File: src/rtl/usb_flags_pkg.sv
//////////////////////////////////////////////////////////////////////////////
// Functional notes
// - bus reset detection sets the bus reset flag; reset 0, write 0 clears
// - bus suspend sets the suspend event flag; reset 0, write 0 clears
// - resume signalling sets the resume event flag; reset 0, write 0 clears
// - endpoint 2 IN completion sets its done flag; reset 0, write 0 clears
// - keyboard event flag in the misc flag register; reset 0, write 0 clears
// - port B pin 0 event flag; reset 0, write 0 clears
// - timer zero event flag beside port and keyboard flags; write 0 clears
// - forced suspend bit puts the USB interface into suspend; resets 0
// - remote resume bit drives resume signalling while suspended; resets 0
// - separate enable bits for endpoint 1 and endpoint 2, both reset 0
// - guard bit set: invalid OUT during control read answered with STALL
// - firmware arms ep0 receive ready; hardware clears it with rx done flag
// - read-only ep0 toggle of last received packet, 1 DATA1, 0 DATA0
// - read-only flag telling ep0 received data had an error
// - read-only ep0 direction, 1 IN, 0 OUT or SETUP
// - read-only indicator that current ep0 transaction began with SETUP
// - read-only four-bit count of bytes in last ep0 packet
// - firmware arms ep0 transmit ready; hardware clears it with tx done flag
// - ep0 IN data sent as DATA1 or DATA0 per writable toggle, reset 0
// - ep0 halt bit set: OUT and IN on ep0 answered with STALL
// - firmware writes ep0 byte count; that many bytes sent in next IN
// - ep1 transmit ready cleared by hardware with ep1 done; own toggle bit
// - ep0 reception completion sets ep0 rx done flag; write 0 clears
// - ep0 IN completion sets ep0 tx done flag; write 0 clears
// - ep1 IN completion sets ep1 tx done flag; write 0 clears
//////////////////////////////////////////////////////////////////////////////
package usb_flags_pkg;
	// register byte addresses
	localparam logic [4:0] USB_EVENT_FLAGS_OFS = 5'h00;
	localparam logic [4:0] MISC_EVENT_FLAGS_OFS = 5'h04;
	localparam logic [4:0] USB_POWER_EP_CTRL_OFS = 5'h08;
	localparam logic [4:0] EP0_RX_STATUS_OFS = 5'h0C;
	localparam logic [4:0] EP0_TX_CTRL_OFS = 5'h10;
	localparam logic [4:0] EP1_TX_CTRL_OFS = 5'h14;
	// usb_event_flags fields
	localparam int EP0_RX_DONE_BIT = 7;
	localparam int EP0_TX_DONE_BIT = 6;
	localparam int EP1_TX_DONE_BIT = 5;
	localparam int EP2_TX_DONE_BIT = 4;
	localparam int BUS_RESET_BIT = 3;
	localparam int SUSPEND_EVT_BIT = 2;
	localparam logic [7:0] USB_FLAGS_MASK = 8'hFC;
	// misc_event_flags fields
	localparam int RESUME_EVT_BIT = 3;
	localparam int KEYBOARD_BIT = 2;
	localparam int PORT_B0_BIT = 1;
	localparam int TIMER_ZERO_BIT = 0;
	localparam logic [7:0] MISC_FLAGS_MASK = 8'h0F;
	// usb_power_endpoint_control fields
	localparam int FORCE_SUSPEND_BIT = 7;
	localparam int REMOTE_RESUME_BIT = 6;
	localparam int EP1_ENABLE_BIT = 5;
	localparam int EP2_ENABLE_BIT = 4;
	localparam int GUARD_BIT = 3;
	localparam int EP0_RX_READY_BIT = 0;
	localparam logic [7:0] CTRL_MASK = 8'hF9;
	// ep0_receive_status fields
	localparam int RX_TOGGLE_BIT = 7;
	localparam int RX_ERROR_BIT = 6;
	localparam int DIRECTION_BIT = 5;
	localparam int SETUP_SEEN_BIT = 4;
	// transmit control fields
	localparam int TX_READY_BIT = 7;
	localparam int TX_TOGGLE_BIT = 6;
	localparam int EP0_HALT_BIT = 5;
	localparam logic [7:0] EP0_TX_MASK = 8'hEF;
	localparam logic [7:0] EP1_TX_MASK = 8'hC0;
	localparam logic [7:0] REG_RESET = 8'h00;
	// token kinds from the packet engine
	localparam logic [1:0] TOKEN_OUT = 2'h0;
	localparam logic [1:0] TOKEN_IN = 2'h1;
	localparam logic [1:0] TOKEN_SETUP = 2'h2;
	// answers to a token
	typedef enum logic [2:0] {
		RESP_NONE = 3'h0,
		RESP_NAK = 3'h1,
		RESP_STALL = 3'h2,
		RESP_ACCEPT = 3'h3,
		RESP_DATA0 = 3'h4,
		RESP_DATA1 = 3'h5
	} resp_t;
endpackage : usb_flags_pkg

File: src/rtl/usb_lowspeed_endpoint_flags.sv
// Design decisions made here: register access over Avalon-MM and the register offsets.
`timescale 1ns/1ps
module usb_lowspeed_endpoint_flags
	import usb_flags_pkg::*;
#(
	parameter int DATA_W = 32,
	parameter int COUNT_W = 4
) (
	input wire logic clk_i,
	input wire logic rst_i,
	// avalon-mm slave
	input wire logic [4:0] address_i,
	input wire logic read_i,
	input wire logic write_i,
	input wire logic [DATA_W-1:0] writedata_i,
	input wire logic [DATA_W/8-1:0] byteenable_i,
	output logic [DATA_W-1:0] readdata_o,
	output logic waitrequest_o,
	// bus line events from the packet engine plus keyboard, port B0 and timer events, one-cycle pulses
	input wire logic bus_reset_det_i,
	input wire logic bus_suspend_det_i,
	input wire logic bus_resume_det_i,
	input wire logic ep2_tx_done_i,
	input wire logic keyboard_event_i,
	input wire logic port_b0_event_i,
	input wire logic timer_zero_event_i,
	// token seen from the host
	input wire logic token_valid_i,
	input wire logic [1:0] token_kind_i,
	input wire logic [1:0] token_ep_i,
	input wire logic control_read_active_i,
	output resp_t resp_code_o,
	output logic resp_valid_o,
	output logic [COUNT_W-1:0] tx_byte_count_o,
	// transfer completions
	input wire logic ep0_rx_done_i,
	input wire logic ep0_rx_toggle_i,
	input wire logic ep0_rx_error_i,
	input wire logic [COUNT_W-1:0] ep0_rx_byte_count_i,
	input wire logic in_done_i,
	input wire logic [1:0] in_done_ep_i,
	// power and configuration
	output logic suspend_o,
	output logic remote_resume_drive_o,
	output logic ep1_enable_o,
	output logic ep2_enable_o
);

	if (DATA_W < 8 || COUNT_W != 4) begin : g_check
		$error("DATA_W must be at least 8 and COUNT_W must be 4");
	end

	//////////////////////////////////////////////////////////////////////////
	// register bus: one wait cycle, then one answer cycle
	logic ack_reg;
	logic wr_en;
	logic [7:0] wdata;
	logic [7:0] rd_mux;
	logic [DATA_W-1:0] readdata_reg;

	logic [7:0] usb_flags_reg;
	logic [7:0] misc_flags_reg;
	logic [7:0] ctrl_reg;
	logic [7:0] rx_status_reg;
	logic [7:0] ep0_tx_reg;
	logic [7:0] ep1_tx_reg;
	logic bus_suspended_reg;
	logic rx_done_dly_reg;
	resp_t resp_reg;
	logic resp_valid_reg;
	logic [COUNT_W-1:0] tx_count_reg;

	assign waitrequest_o = (read_i | write_i) & ~ack_reg;
	assign wr_en = write_i & ack_reg & byteenable_i[0];
	assign wdata = writedata_i[7:0];
	assign readdata_o = readdata_reg;

	always_ff @(posedge clk_i) begin
		if (rst_i) begin
			ack_reg <= 1'b0;
		end else begin
			ack_reg <= (read_i | write_i) & ~ack_reg;
		end
	end

	always_comb begin
		case (address_i)
			USB_EVENT_FLAGS_OFS: rd_mux = usb_flags_reg;
			MISC_EVENT_FLAGS_OFS: rd_mux = misc_flags_reg;
			USB_POWER_EP_CTRL_OFS: rd_mux = ctrl_reg;
			EP0_RX_STATUS_OFS: rd_mux = rx_status_reg;
			EP0_TX_CTRL_OFS: rd_mux = ep0_tx_reg;
			EP1_TX_CTRL_OFS: rd_mux = ep1_tx_reg;
			default: rd_mux = 8'h00;
		endcase
	end

	always_ff @(posedge clk_i) begin
		if (rst_i) begin
			readdata_reg <= '0;
		end else if (read_i & ~ack_reg) begin
			readdata_reg <= {{(DATA_W-8){1'b0}}, rd_mux};
		end
	end

	//////////////////////////////////////////////////////////////////////////
	// event flags: set wins over a write of 0
	logic [7:0] usb_set;
	logic [7:0] misc_set;
	logic [7:0] usb_clr;
	logic [7:0] misc_clr;
	logic ep0_in_done;
	logic ep1_in_done;

	assign ep0_in_done = in_done_i & (in_done_ep_i == 2'h0);
	assign ep1_in_done = in_done_i & (in_done_ep_i == 2'h1);

	always_comb begin
		usb_set = 8'h00;
		usb_set[EP0_RX_DONE_BIT] = rx_done_dly_reg;
		usb_set[EP0_TX_DONE_BIT] = ep0_in_done;
		usb_set[EP1_TX_DONE_BIT] = ep1_in_done;
		usb_set[EP2_TX_DONE_BIT] = ep2_tx_done_i;
		usb_set[BUS_RESET_BIT] = bus_reset_det_i;
		usb_set[SUSPEND_EVT_BIT] = bus_suspend_det_i;
		misc_set = 8'h00;
		misc_set[RESUME_EVT_BIT] = bus_resume_det_i;
		misc_set[KEYBOARD_BIT] = keyboard_event_i;
		misc_set[PORT_B0_BIT] = port_b0_event_i;
		misc_set[TIMER_ZERO_BIT] = timer_zero_event_i;
	end

	assign usb_clr = (wr_en && address_i == USB_EVENT_FLAGS_OFS) ?
		~wdata : 8'h00;
	assign misc_clr = (wr_en && address_i == MISC_EVENT_FLAGS_OFS) ?
		~wdata : 8'h00;

	always_ff @(posedge clk_i) begin
		if (rst_i) begin
			usb_flags_reg <= REG_RESET;
			misc_flags_reg <= REG_RESET;
		end else begin
			usb_flags_reg <= ((usb_flags_reg & ~usb_clr) | usb_set) &
				USB_FLAGS_MASK;
			misc_flags_reg <= ((misc_flags_reg & ~misc_clr) | misc_set) &
				MISC_FLAGS_MASK;
		end
	end

	//////////////////////////////////////////////////////////////////////////
	// power, endpoint configuration and receive ready
	always_ff @(posedge clk_i) begin
		if (rst_i) begin
			ctrl_reg <= REG_RESET;
		end else if (wr_en && address_i == USB_POWER_EP_CTRL_OFS) begin
			ctrl_reg <= wdata & CTRL_MASK;
		end else if (rx_done_dly_reg) begin
			ctrl_reg[EP0_RX_READY_BIT] <= 1'b0;
		end
	end

	always_ff @(posedge clk_i) begin
		if (rst_i) begin
			bus_suspended_reg <= 1'b0;
		end else if (bus_resume_det_i | bus_reset_det_i) begin
			bus_suspended_reg <= 1'b0;
		end else if (bus_suspend_det_i) begin
			bus_suspended_reg <= 1'b1;
		end
	end

	assign suspend_o = bus_suspended_reg | ctrl_reg[FORCE_SUSPEND_BIT];
	assign remote_resume_drive_o = suspend_o &
		ctrl_reg[REMOTE_RESUME_BIT];
	assign ep1_enable_o = ctrl_reg[EP1_ENABLE_BIT];
	assign ep2_enable_o = ctrl_reg[EP2_ENABLE_BIT];

	//////////////////////////////////////////////////////////////////////////
	// ep0 receive status, captured one cycle ahead of its done flag
	always_ff @(posedge clk_i) begin
		if (rst_i) begin
			rx_done_dly_reg <= 1'b0;
		end else begin
			rx_done_dly_reg <= ep0_rx_done_i;
		end
	end

	always_ff @(posedge clk_i) begin
		if (rst_i) begin
			rx_status_reg <= REG_RESET;
		end else begin
			if (ep0_rx_done_i) begin
				rx_status_reg[RX_TOGGLE_BIT] <= ep0_rx_toggle_i;
				rx_status_reg[RX_ERROR_BIT] <= ep0_rx_error_i;
				rx_status_reg[COUNT_W-1:0] <= ep0_rx_byte_count_i;
			end
			if (token_valid_i && token_ep_i == 2'h0) begin
				rx_status_reg[DIRECTION_BIT] <= token_kind_i == TOKEN_IN;
				rx_status_reg[SETUP_SEEN_BIT] <=
					token_kind_i == TOKEN_SETUP;
			end
		end
	end

	//////////////////////////////////////////////////////////////////////////
	// transmit control: firmware write takes priority over hardware clear
	always_ff @(posedge clk_i) begin
		if (rst_i) begin
			ep0_tx_reg <= REG_RESET;
		end else if (wr_en && address_i == EP0_TX_CTRL_OFS) begin
			ep0_tx_reg <= wdata & EP0_TX_MASK;
		end else if (ep0_in_done) begin
			ep0_tx_reg[TX_READY_BIT] <= 1'b0;
		end
	end

	always_ff @(posedge clk_i) begin
		if (rst_i) begin
			ep1_tx_reg <= REG_RESET;
		end else if (wr_en && address_i == EP1_TX_CTRL_OFS) begin
			ep1_tx_reg <= wdata & EP1_TX_MASK;
		end else if (ep1_in_done) begin
			ep1_tx_reg[TX_READY_BIT] <= 1'b0;
		end
	end

	//////////////////////////////////////////////////////////////////////////
	// token answer, one cycle after the token
	resp_t resp_next;
	logic [COUNT_W-1:0] tx_count_next;

	always_comb begin
		resp_next = RESP_NAK;
		tx_count_next = '0;
		case (token_ep_i)
			2'h0: begin
				if (token_kind_i == TOKEN_SETUP) begin
					resp_next = RESP_ACCEPT;
				end else if (ep0_tx_reg[EP0_HALT_BIT]) begin
					resp_next = RESP_STALL;
				end else if (token_kind_i == TOKEN_IN) begin
					if (ep0_tx_reg[TX_READY_BIT]) begin
						resp_next = ep0_tx_reg[TX_TOGGLE_BIT] ?
							RESP_DATA1 : RESP_DATA0;
						tx_count_next = ep0_tx_reg[COUNT_W-1:0];
					end
				end else if (ctrl_reg[GUARD_BIT] & control_read_active_i) begin
					resp_next = RESP_STALL;
				end else if (ctrl_reg[EP0_RX_READY_BIT]) begin
					resp_next = RESP_ACCEPT;
				end else begin
					resp_next = RESP_NAK;
				end
			end
			2'h1: begin
				if (!ctrl_reg[EP1_ENABLE_BIT] || token_kind_i != TOKEN_IN) begin
					resp_next = RESP_NONE;
				end else if (ep1_tx_reg[TX_READY_BIT]) begin
					resp_next = ep1_tx_reg[TX_TOGGLE_BIT] ?
						RESP_DATA1 : RESP_DATA0;
				end else begin
					resp_next = RESP_NAK;
				end
			end
			2'h2: begin
				resp_next = ctrl_reg[EP2_ENABLE_BIT] ? RESP_NAK : RESP_NONE;
			end
			default: begin
				resp_next = RESP_NONE;
			end
		endcase
	end

	always_ff @(posedge clk_i) begin
		if (rst_i) begin
			resp_reg <= RESP_NONE;
			resp_valid_reg <= 1'b0;
			tx_count_reg <= '0;
		end else begin
			resp_valid_reg <= token_valid_i & ~suspend_o;
			if (token_valid_i & ~suspend_o) begin
				resp_reg <= resp_next;
				tx_count_reg <= tx_count_next;
			end
		end
	end

	assign resp_code_o = resp_reg;
	assign resp_valid_o = resp_valid_reg;
	assign tx_byte_count_o = tx_count_reg;

	//////////////////////////////////////////////////////////////////////////
	// checks
	bus_reset_set_a:
		assert property (@(posedge clk_i) disable iff (rst_i)
		bus_reset_det_i |=> usb_flags_reg[BUS_RESET_BIT])
		else $error("bus reset flag not set");
	suspend_flag_a:
		assert property (@(posedge clk_i) disable iff (rst_i)
		bus_suspend_det_i |=> usb_flags_reg[SUSPEND_EVT_BIT])
		else $error("suspend flag not set");
	flag_hold_a:
		assert property (@(posedge clk_i) disable iff (rst_i)
		misc_flags_reg[TIMER_ZERO_BIT] && !misc_clr[TIMER_ZERO_BIT]
		|=> misc_flags_reg[TIMER_ZERO_BIT])
		else $error("timer flag lost");
	force_suspend_a:
		assert property (@(posedge clk_i) disable iff (rst_i)
		ctrl_reg[FORCE_SUSPEND_BIT] |-> suspend_o)
		else $error("forced suspend not applied");
	quiet_suspend_a:
		assert property (@(posedge clk_i) disable iff (rst_i)
		token_valid_i && suspend_o |=> !resp_valid_o)
		else $error("token answered while suspended");
	resume_drive_a:
		assert property (@(posedge clk_i) disable iff (rst_i)
		remote_resume_drive_o |-> suspend_o && ctrl_reg[REMOTE_RESUME_BIT])
		else $error("resume driven outside suspend");
	rx_order_a:
		assert property (@(posedge clk_i) disable iff (rst_i)
		ep0_rx_done_i && !rx_done_dly_reg && !usb_flags_reg[EP0_RX_DONE_BIT]
		|=> !usb_flags_reg[EP0_RX_DONE_BIT]
		##1 usb_flags_reg[EP0_RX_DONE_BIT])
		else $error("rx done flag order broken");
	rx_ready_clr_a:
		assert property (@(posedge clk_i) disable iff (rst_i)
		rx_done_dly_reg && !(wr_en && address_i == USB_POWER_EP_CTRL_OFS)
		|=> !ctrl_reg[EP0_RX_READY_BIT] && usb_flags_reg[EP0_RX_DONE_BIT])
		else $error("rx ready not cleared with flag");
	rx_flags_a:
		assert property (@(posedge clk_i) disable iff (rst_i)
		ep0_rx_done_i
		|=> rx_status_reg[RX_TOGGLE_BIT] == $past(ep0_rx_toggle_i) &&
		rx_status_reg[RX_ERROR_BIT] == $past(ep0_rx_error_i))
		else $error("rx toggle or error not captured");
	token_dir_a:
		assert property (@(posedge clk_i) disable iff (rst_i)
		token_valid_i && token_ep_i == 2'h0 |=>
		rx_status_reg[DIRECTION_BIT] == ($past(token_kind_i) == TOKEN_IN) &&
		rx_status_reg[SETUP_SEEN_BIT] ==
		($past(token_kind_i) == TOKEN_SETUP))
		else $error("ep0 direction or setup indicator wrong");
	rx_count_a:
		assert property (@(posedge clk_i) disable iff (rst_i)
		ep0_rx_done_i |=> rx_status_reg[COUNT_W-1:0] ==
		$past(ep0_rx_byte_count_i))
		else $error("rx byte count not captured");
	tx_ready_clr_a:
		assert property (@(posedge clk_i) disable iff (rst_i)
		ep0_in_done && !(wr_en && address_i == EP0_TX_CTRL_OFS)
		|=> !ep0_tx_reg[TX_READY_BIT] && usb_flags_reg[EP0_TX_DONE_BIT])
		else $error("ep0 tx ready not cleared");
	ep0_stall_a:
		assert property (@(posedge clk_i) disable iff (rst_i)
		token_valid_i && !suspend_o && token_ep_i == 2'h0 &&
		token_kind_i != TOKEN_SETUP && ep0_tx_reg[EP0_HALT_BIT]
		|=> resp_valid_o && resp_code_o == RESP_STALL)
		else $error("halted ep0 not stalled");
	ep0_data_a:
		assert property (@(posedge clk_i) disable iff (rst_i)
		token_valid_i && !suspend_o && token_ep_i == 2'h0 &&
		token_kind_i == TOKEN_IN && !ep0_tx_reg[EP0_HALT_BIT] &&
		ep0_tx_reg[TX_READY_BIT]
		|=> tx_byte_count_o == $past(ep0_tx_reg[COUNT_W-1:0]) &&
		resp_code_o ==
		($past(ep0_tx_reg[TX_TOGGLE_BIT]) ? RESP_DATA1 : RESP_DATA0))
		else $error("wrong ep0 data answer");
	ep1_ready_clr_a:
		assert property (@(posedge clk_i) disable iff (rst_i)
		ep1_in_done && !(wr_en && address_i == EP1_TX_CTRL_OFS)
		|=> !ep1_tx_reg[TX_READY_BIT] && usb_flags_reg[EP1_TX_DONE_BIT])
		else $error("ep1 tx ready not cleared");
	nak_idle_a:
		assert property (@(posedge clk_i) disable iff (rst_i)
		token_valid_i && !suspend_o && token_ep_i == 2'h1 &&
		token_kind_i == TOKEN_IN && ep1_enable_o && !ep1_tx_reg[TX_READY_BIT]
		|=> resp_code_o == RESP_NAK)
		else $error("idle ep1 not answered with NAK");
	bus_answer_a:
		assert property (@(posedge clk_i) disable iff (rst_i)
		(read_i || write_i) && waitrequest_o |=> !waitrequest_o)
		else $error("bus answer late");

endmodule : usb_lowspeed_endpoint_flags

File: config.mk
export PLATFORM = sky130hd
export DESIGN_NAME = usb_lowspeed_endpoint_flags
export DESIGN_NICKNAME = d
export VERILOG_FILES = /design/src/rtl/usb_flags_pkg.sv /design/src/rtl/usb_lowspeed_endpoint_flags.sv
export SDC_FILE = /design/constraint.sdc
export NUM_CORES = 1
export LEC_CHECK = 0
export ABC_CLOCK_PERIOD_IN_PS = 2550
export CAP_MARGIN = 20
export CORE_ASPECT_RATIO = 1.75
export CORE_UTILIZATION = 50
export CTS_CLUSTER_DIAMETER = 60
export DETAILED_ROUTE_END_ITERATION = 10
export DONT_BUFFER_PORTS = 1
export PLACE_DENSITY = 0.73
export REMOVE_ABC_BUFFERS = 1
export SETUP_SLACK_MARGIN = 0.3
export SYNTH_ARGS = -nofsm -noshare
export SYNTH_HDL_FRONTEND = slang
export SYNTH_SLANG_ARGS = --single-unit
File: constraint.sdc
create_clock -name clk_i -period 2.55 [get_ports clk_i]
set_clock_uncertainty 0.1 [all_clocks]
set_input_delay 0.6375 -clock clk_i [delete_from_list [all_inputs] [get_ports clk_i]]
set_output_delay 0.6375 -clock clk_i [all_outputs]
set_load 0.005 [all_outputs]
==> out/metrics.cfg, run 1 <==
[sta]
relSlewSlack_pct=62.2
setup_viol=0
worstMarginPinSlew_ns=0.566
fmaxAchievable_mhz=504
min_period_over_period_pct=77.8
tns_ns=0
fin_crit_ns=1.98
slew_violations=0
rsz0062_at_grt=false
hold_viol=0
fin_ws_ns=0.566

[global_route]
globalRoute.totalOverflow=0
grt_pass1_wl_um=8800
use_met2_pct=40.2
grt_max_degree=46
grt_use_total_pct=22.0
grtUsageMet3_pct=6.24
gr-usage-met1_pct=21.4
top_usage_layer=met2
grt_pass1_vias=1830
antenna_found_initial=0

[synthesis]
ys_async_sr_fraction_pct=0
syn_avg_cell_area_um2=8.78
ys_warn_count=0
synth_area_leaders=dfxtp_1 42%, mux2i_1 9.6%, buf_4 7.2%
synthMostInstantiatedCell=dfxtp_1
synth_ff_type=dfxtp_1
synthTopCellsByCount=52 x dfxtp_1, 30 x nor2_1, 25 x a21oi_1
synth_seq_cells=52
netlist.top_cell.by_area=dfxtp_1
ys_seq_area_share_pct=41.6
synthesis.instances=285
synth_cell_type_count=42
synth-edff-count=0
synthDominantCellAreaShare_pct=41.6
syn_area_um2=2500

[routing]
postRouteAntennaNets=0
dr.first_iter.drc_count=66
num_vias=1964
vias_per_cell=5.90
dr.pass1.iters=5
routed_wl_um=5730
wire_per_inst_um=17.2
drc=0

[setup_path]
required_ns=2.66
r2r_start=ctrl_reg[7]
crit_fanout=10
r2r_cells=4
start_kind=input pin
endpoint_kind=flip-flop
path_buf_inv=0
reg2reg_to=tx_byte_count_o[0]
worst-path-stages=4
r2r_slack_ns=0.78
critical_path_class=input pin to flip-flop
path_delay_family=simple AND/OR/NAND/NOR gates
path_cells=or4b_1, nor3b_4, mux2i_1, nor2_1
critPathMaxStageDelay_ns=0.65
cp.arrival_ns=2.09
slowest_stage=or4b_1

[cts]
postCtsHoldBufs=0
root_buffer=clkbuf_8
cts.clk_slew.worst_paths_ns=0.10
clock_latency_ns=0.32
h-tree-depth=2
cts_buffer_depth=2
postCtsSetupRepairBufs=0
cts_tree=built
cts.repair.resized=0
cts_made_buffers=5
clock_sinks=52

[run_status]
status=completed

[place]
port_buffers=0
dpl_worst_slack_ns=0.233
gp_routability_congestion=0.847
dpl.hpwl_um=4360

[die]
core_um2=4750
start_util_pct=52.7
die_area_um2=5310
ios=113
rows=33
die_w_um=55.5
die_h_um=95.6

[power]
combPwrFrac_pct=6.4
ir_drop_uv=394
clockPowerShare_pct=34.2
p_per_area_nw_per_um2=563
seq_power_share_pct=59.3
p_leak_nw=0.988
p_switching_uw=350
p_sw_share_pct=24.6
intPower_mw=1.08

[finish]
fillCellCount=442
area_growth_pct=1.15
nets=348
drive_gt1_share_pct=8.19
n_antenna_cell=0

[hold_path]
min_to=ep1_tx_reg[7]
hp-start=rst_i
hold-path-cell-count=1
hp-class=input pin to flip-flop

[flow_run]
cap_violations=0

## cells in the final DEF (no fill, tap or decap), types with 7 or more instances in the layout
cell	instances
o21ai_0	13
inv_1	13
nand3_1	7
a21oi_1	25
nor2_1	30
mux2i_1	24
mux2_2	7
conb_1	24
dfxtp_1	52
nand2_1	17
## power by group through the flow
stage | logic (mW) | registers [mW] | clock network (mW)
2_1_floorplan | 0.0744 | 0.861 | 0
3_3_place_gp | 0.0887 | 0.864 | 0
3_5_place_dp | 0.0906 | 0.865 | 0
4_1_cts | 0.0910 | 0.846 | 0.501
5_1_grt | 0.103 | 0.849 | 0.536
6_report | 0.0916 | 0.846 | 0.488
## kinds of logic after synthesis
family / synth area share [%]
simple gates: 18.0
compound gates: 15.7
flops: 41.6
buf+inv: 11.8
mux: 12.7
other cells: 0.150
## worst reg2reg max path, cell delays in order, from the launching register on
cell and delay [ns]:
dfxtp_1 0.35, or3b_2 0.64, a41oi_1 0.34, or2_2 0.21
nor2_1 0.06
## metal layers
| metal | routed length [um] | share of wire, % | vias up |
|---|---|---|---|
| met1 | 2080 | 36 | 910 |
| met2 | 3030 | 53 | 91 |
| met5 | 0 | 0 | - |
| met4 | 217 | 3.8 | 0 |
| li1 | - | - | 944 |
| met3 | 404 | 7.0 | 19 |
## area by class of cell
cell class | count | area (um2) | area share [%]
timing repair buffer | 4 | 30.0 | 1.19
clock buffer | 5 | 68.8 | 2.72
tap | 52 | 65.1 | 2.57
multi-input combinational | 204 | 1250 | 49.5
sequential | 52 | 1040 | 41.1
clock inverter | 3 | 26.3 | 1.04
inverter | 13 | 48.8 | 1.93
## stage by stage
stage	util (%)	total power, mW	area [um2]	hold WS [ns]	std cells
floorplan	-	0.935	2340	0.326	269
global placement	51.3	0.953	2440	0.336	325
detailed placement	51.3	0.955	2440	0.350	325
CTS	53.3	1.44	2530	0.271	333
global route	53.3	1.49	2530	0.264	333
finish	53.3	1.43	2530	0.275	333
## worst max-delay path by stage
stage	from	to	slack, ns
after global routing	address_i[4]	ctrl_reg[7]	0.49
after global placement	address_i[4]	ctrl_reg[7]	0.26
after floorplan	address_i[4]	ctrl_reg[3]	0.43
final	address_i[4]	ctrl_reg[7]	0.57
after CTS	address_i[4]	ctrl_reg[7]	0.55
after detailed placement	address_i[4]	ctrl_reg[3]	0.23
(Power assumes the default switching activity.)
==> run 2: changes to the inputs <==
--- a/config.mk
+++ b/config.mk
@@ -5,7 +5,7 @@
 export SDC_FILE = /design/constraint.sdc
 export NUM_CORES = 1
 export LEC_CHECK = 0
-export ABC_CLOCK_PERIOD_IN_PS = 2550
+export ABC_CLOCK_PERIOD_IN_PS = 2000
 export CAP_MARGIN = 20
 export CORE_ASPECT_RATIO = 1.75
 export CORE_UTILIZATION = 50
==> constraint.sdc (replaced) <==
create_clock -name clk_i -period 2 [get_ports clk_i]
set_clock_uncertainty 0.1 [all_clocks]
set_input_delay 0.5 -clock clk_i [delete_from_list [all_inputs] [get_ports clk_i]]
set_output_delay 0.5 -clock clk_i [all_outputs]
set_load 0.005 [all_outputs]
==> run 2 against run 1 <==
Count of clock-buffer cells in the layout rose by 1; setup slack worse by 0.26 ns; combinational power increased by 43%; sequential power up 28%; core utilization increased by 2.7 points; non-clock buffer count up 10; sequential share of layout area fell by 1.9 points; critical path type is now flip-flop to output pin.
==> out/metrics.cfg, run 2 (synthesis results as in run 1) <==
[sta]
rsz0062_at_grt=false
min_period_over_period_pct=84.8
relSlewSlack_pct=66.9  ; +4.8 points
tns_ns=0  ; unchanged
fin_crit_ns=1.70
slew_violations=0  ; unchanged
setup_viol=0  ; unchanged
fmaxAchievable_mhz=590
hold_viol=0  ; unchanged
worstMarginPinSlew_ns=0.493  ; -0.0739 ns

[power]
seq_power_share_pct=56.2  ; -3.1 points
clockPowerShare_pct=37.0  ; +2.8 points
p_per_area_nw_per_um2=722  ; +28%
combPwrFrac_pct=6.8  ; +0.4 points
intPower_mw=1.50  ; +39%
p_sw_share_pct=22.0  ; -2.6 points
ir_drop_uv=659  ; +67%
power.total_mw=1.92  ; +35%
p_switching_uw=422  ; +20%
p_leak_nw=1.05  ; +6.4%

[cts]
clock_latency_ns=0.32  ; about the same
cts.clk_slew.worst_paths_ns=0.10  ; about the same
root_buffer=clkbuf_8
cts_buffer_depth=2  ; unchanged
postCtsHoldBufs=0  ; unchanged
cts_made_buffers=5  ; unchanged
clock_sinks=52  ; unchanged
h-tree-depth=2  ; unchanged
cts_tree=built

[die]
die_h_um=95.6  ; unchanged
ios=113  ; unchanged
die_w_um=55.5  ; unchanged
core_um2=4750  ; unchanged
rows=33  ; unchanged
die_area_um2=5310  ; unchanged
start_util_pct=52.7  ; unchanged

[routing]
postRouteAntennaNets=0  ; unchanged
dr.first_iter.drc_count=43  ; -35%
num_vias=1978  ; +0.71%
routed_wl_um=5830  ; +1.7%
vias_per_cell=5.77  ; -2.2%
drc=0  ; unchanged
dr.pass1.iters=4  ; -1
wire_per_inst_um=17.0  ; -1.3%

[setup_path]
reg2reg_to=tx_byte_count_o[0]
worst-path-stages=4  ; unchanged
critPathMaxStageDelay_ns=0.34  ; -0.31 ns
path_cells=buf_6, nor2_4, inv_2, and2_4
path_buf_inv=2  ; +2
slowest_stage=dfxtp_2
start_kind=flip-flop
r2r_start=ctrl_reg[7]
crit_fanout=2  ; -8
required_ns=1.40  ; -1.26 ns
cp-endpoint=remote_resume_drive_o
critical_path_class=flip-flop to output pin
r2r_cells=4  ; unchanged
r2r_slack_ns=0.36  ; -0.42 ns
endpoint_kind=output pin
crit_start=bus_suspended_reg
path_delay_family=flip-flops
cp.arrival_ns=1.10  ; -0.99 ns

[finish]
n_antenna_cell=0  ; unchanged
multiInputGateArea_um2=1270  ; +1.7%
final_cell_mix=51 x dfxtp_1, 29 x nor2_1, 25 x a21oi_1, 24 x mux2i_1, 24 x conb_1
area_growth_pct=6.20
fillCellCount=429  ; -2.9%
mostFrequentLayoutCell=dfxtp_1
drive_gt1_share_pct=13.1  ; +4.9 points
regArea_um2=1040  ; +0.12%
nets=358  ; +2.9%

[global_route]
globalRoute.totalOverflow=0  ; unchanged
grt_use_total_pct=23.1  ; +1.1 points
grt_pass1_vias=1833  ; +0.16%
grt_pass1_wl_um=9320  ; +5.9%
antenna_found_initial=0  ; unchanged
grt_max_degree=46  ; unchanged

[run_status]
status=completed

[flow_run]
cap_violations=0  ; unchanged

[place]
port_buffers=0  ; unchanged
dpl.hpwl_um=4450  ; +1.9%
gp_routability_congestion=0.825  ; -2.6%

[hold_path]
hp-class=input pin to flip-flop

run 2: worst min path at each step:
stage | slack (ns) | end | cells past startpoint | startpoint
global route | 0.13 | ep1_tx_reg[7] | 1 | rst_i
floorplan | 0.33 | usb_flags_reg[7] | 2 | rx_done_dly_reg
global placement | 0.33 | ack_reg | 1 | ack_reg
CTS | 0.14 | ep1_tx_reg[7] | 1 | rst_i
detailed placement | 0.35 | ack_reg | 1 | ack_reg
finish | 0.14 | ctrl_reg[6] | 1 | rst_i
run 2: power groups by stage:
stage	combinational, mW	sequential [mW]	clock [mW]
finish	0.131	1.08	0.711
global route	0.145	1.08	0.772
CTS	0.128	1.08	0.724
detailed placement	0.124	1.10	0
global placement	0.122	1.10	0
floorplan	0.0949	1.10	0
run 2: stage by stage:
stage               util, %  std cells  hold slack, ns  worst slack (ns)  cell area (um2)
floorplan                 -        269           0.326            0.0170             2340
global placement       52.9        333           0.335            0.0710             2510
detailed placement     52.9        333           0.350            0.0552             2510
CTS                    55.8        342           0.136             0.294             2650
global route           56.0        343           0.127             0.298             2660
finish                 56.0        343           0.141             0.305             2660
run 2: repair_timing:
item                                   in CTS  in global routing
gates resized for setup                     7                  1
pin swaps                                   1                  2
endpoints found under the hold margin       0                  0
buffers inserted                            1                  1
setup endpoints to repair                   2                  5
run 2: layer usage:
layer / track usage [%] / share of wire (%) / vias to the layer above
met5: 0 / 0 / -
met4: 12.5 / 3.5 / 0
met3: 6.51 / 6.9 / 17
met2: 42.4 / 54 / 82
met1: 23.4 / 36 / 913
li1: - / - / 966
run 2: cell type report:
type,instances,share of cell area [%]
Sequential cell,52,39.2
Clock inverter,2,1.32
Multi-Input combinational cell,204,47.9
Tap cell,52,2.45
Inverter,13,1.84
Clock buffer,6,2.73
Timing Repair Buffer,14,4.56
run 2: worst register-to-register path, cell delays in order, from the launching register on:
cell     delay, ns
dfxtp_1       0.37
or3b_2        0.58
a41oi_2       0.26
or2_2         0.19
nor2_1        0.05
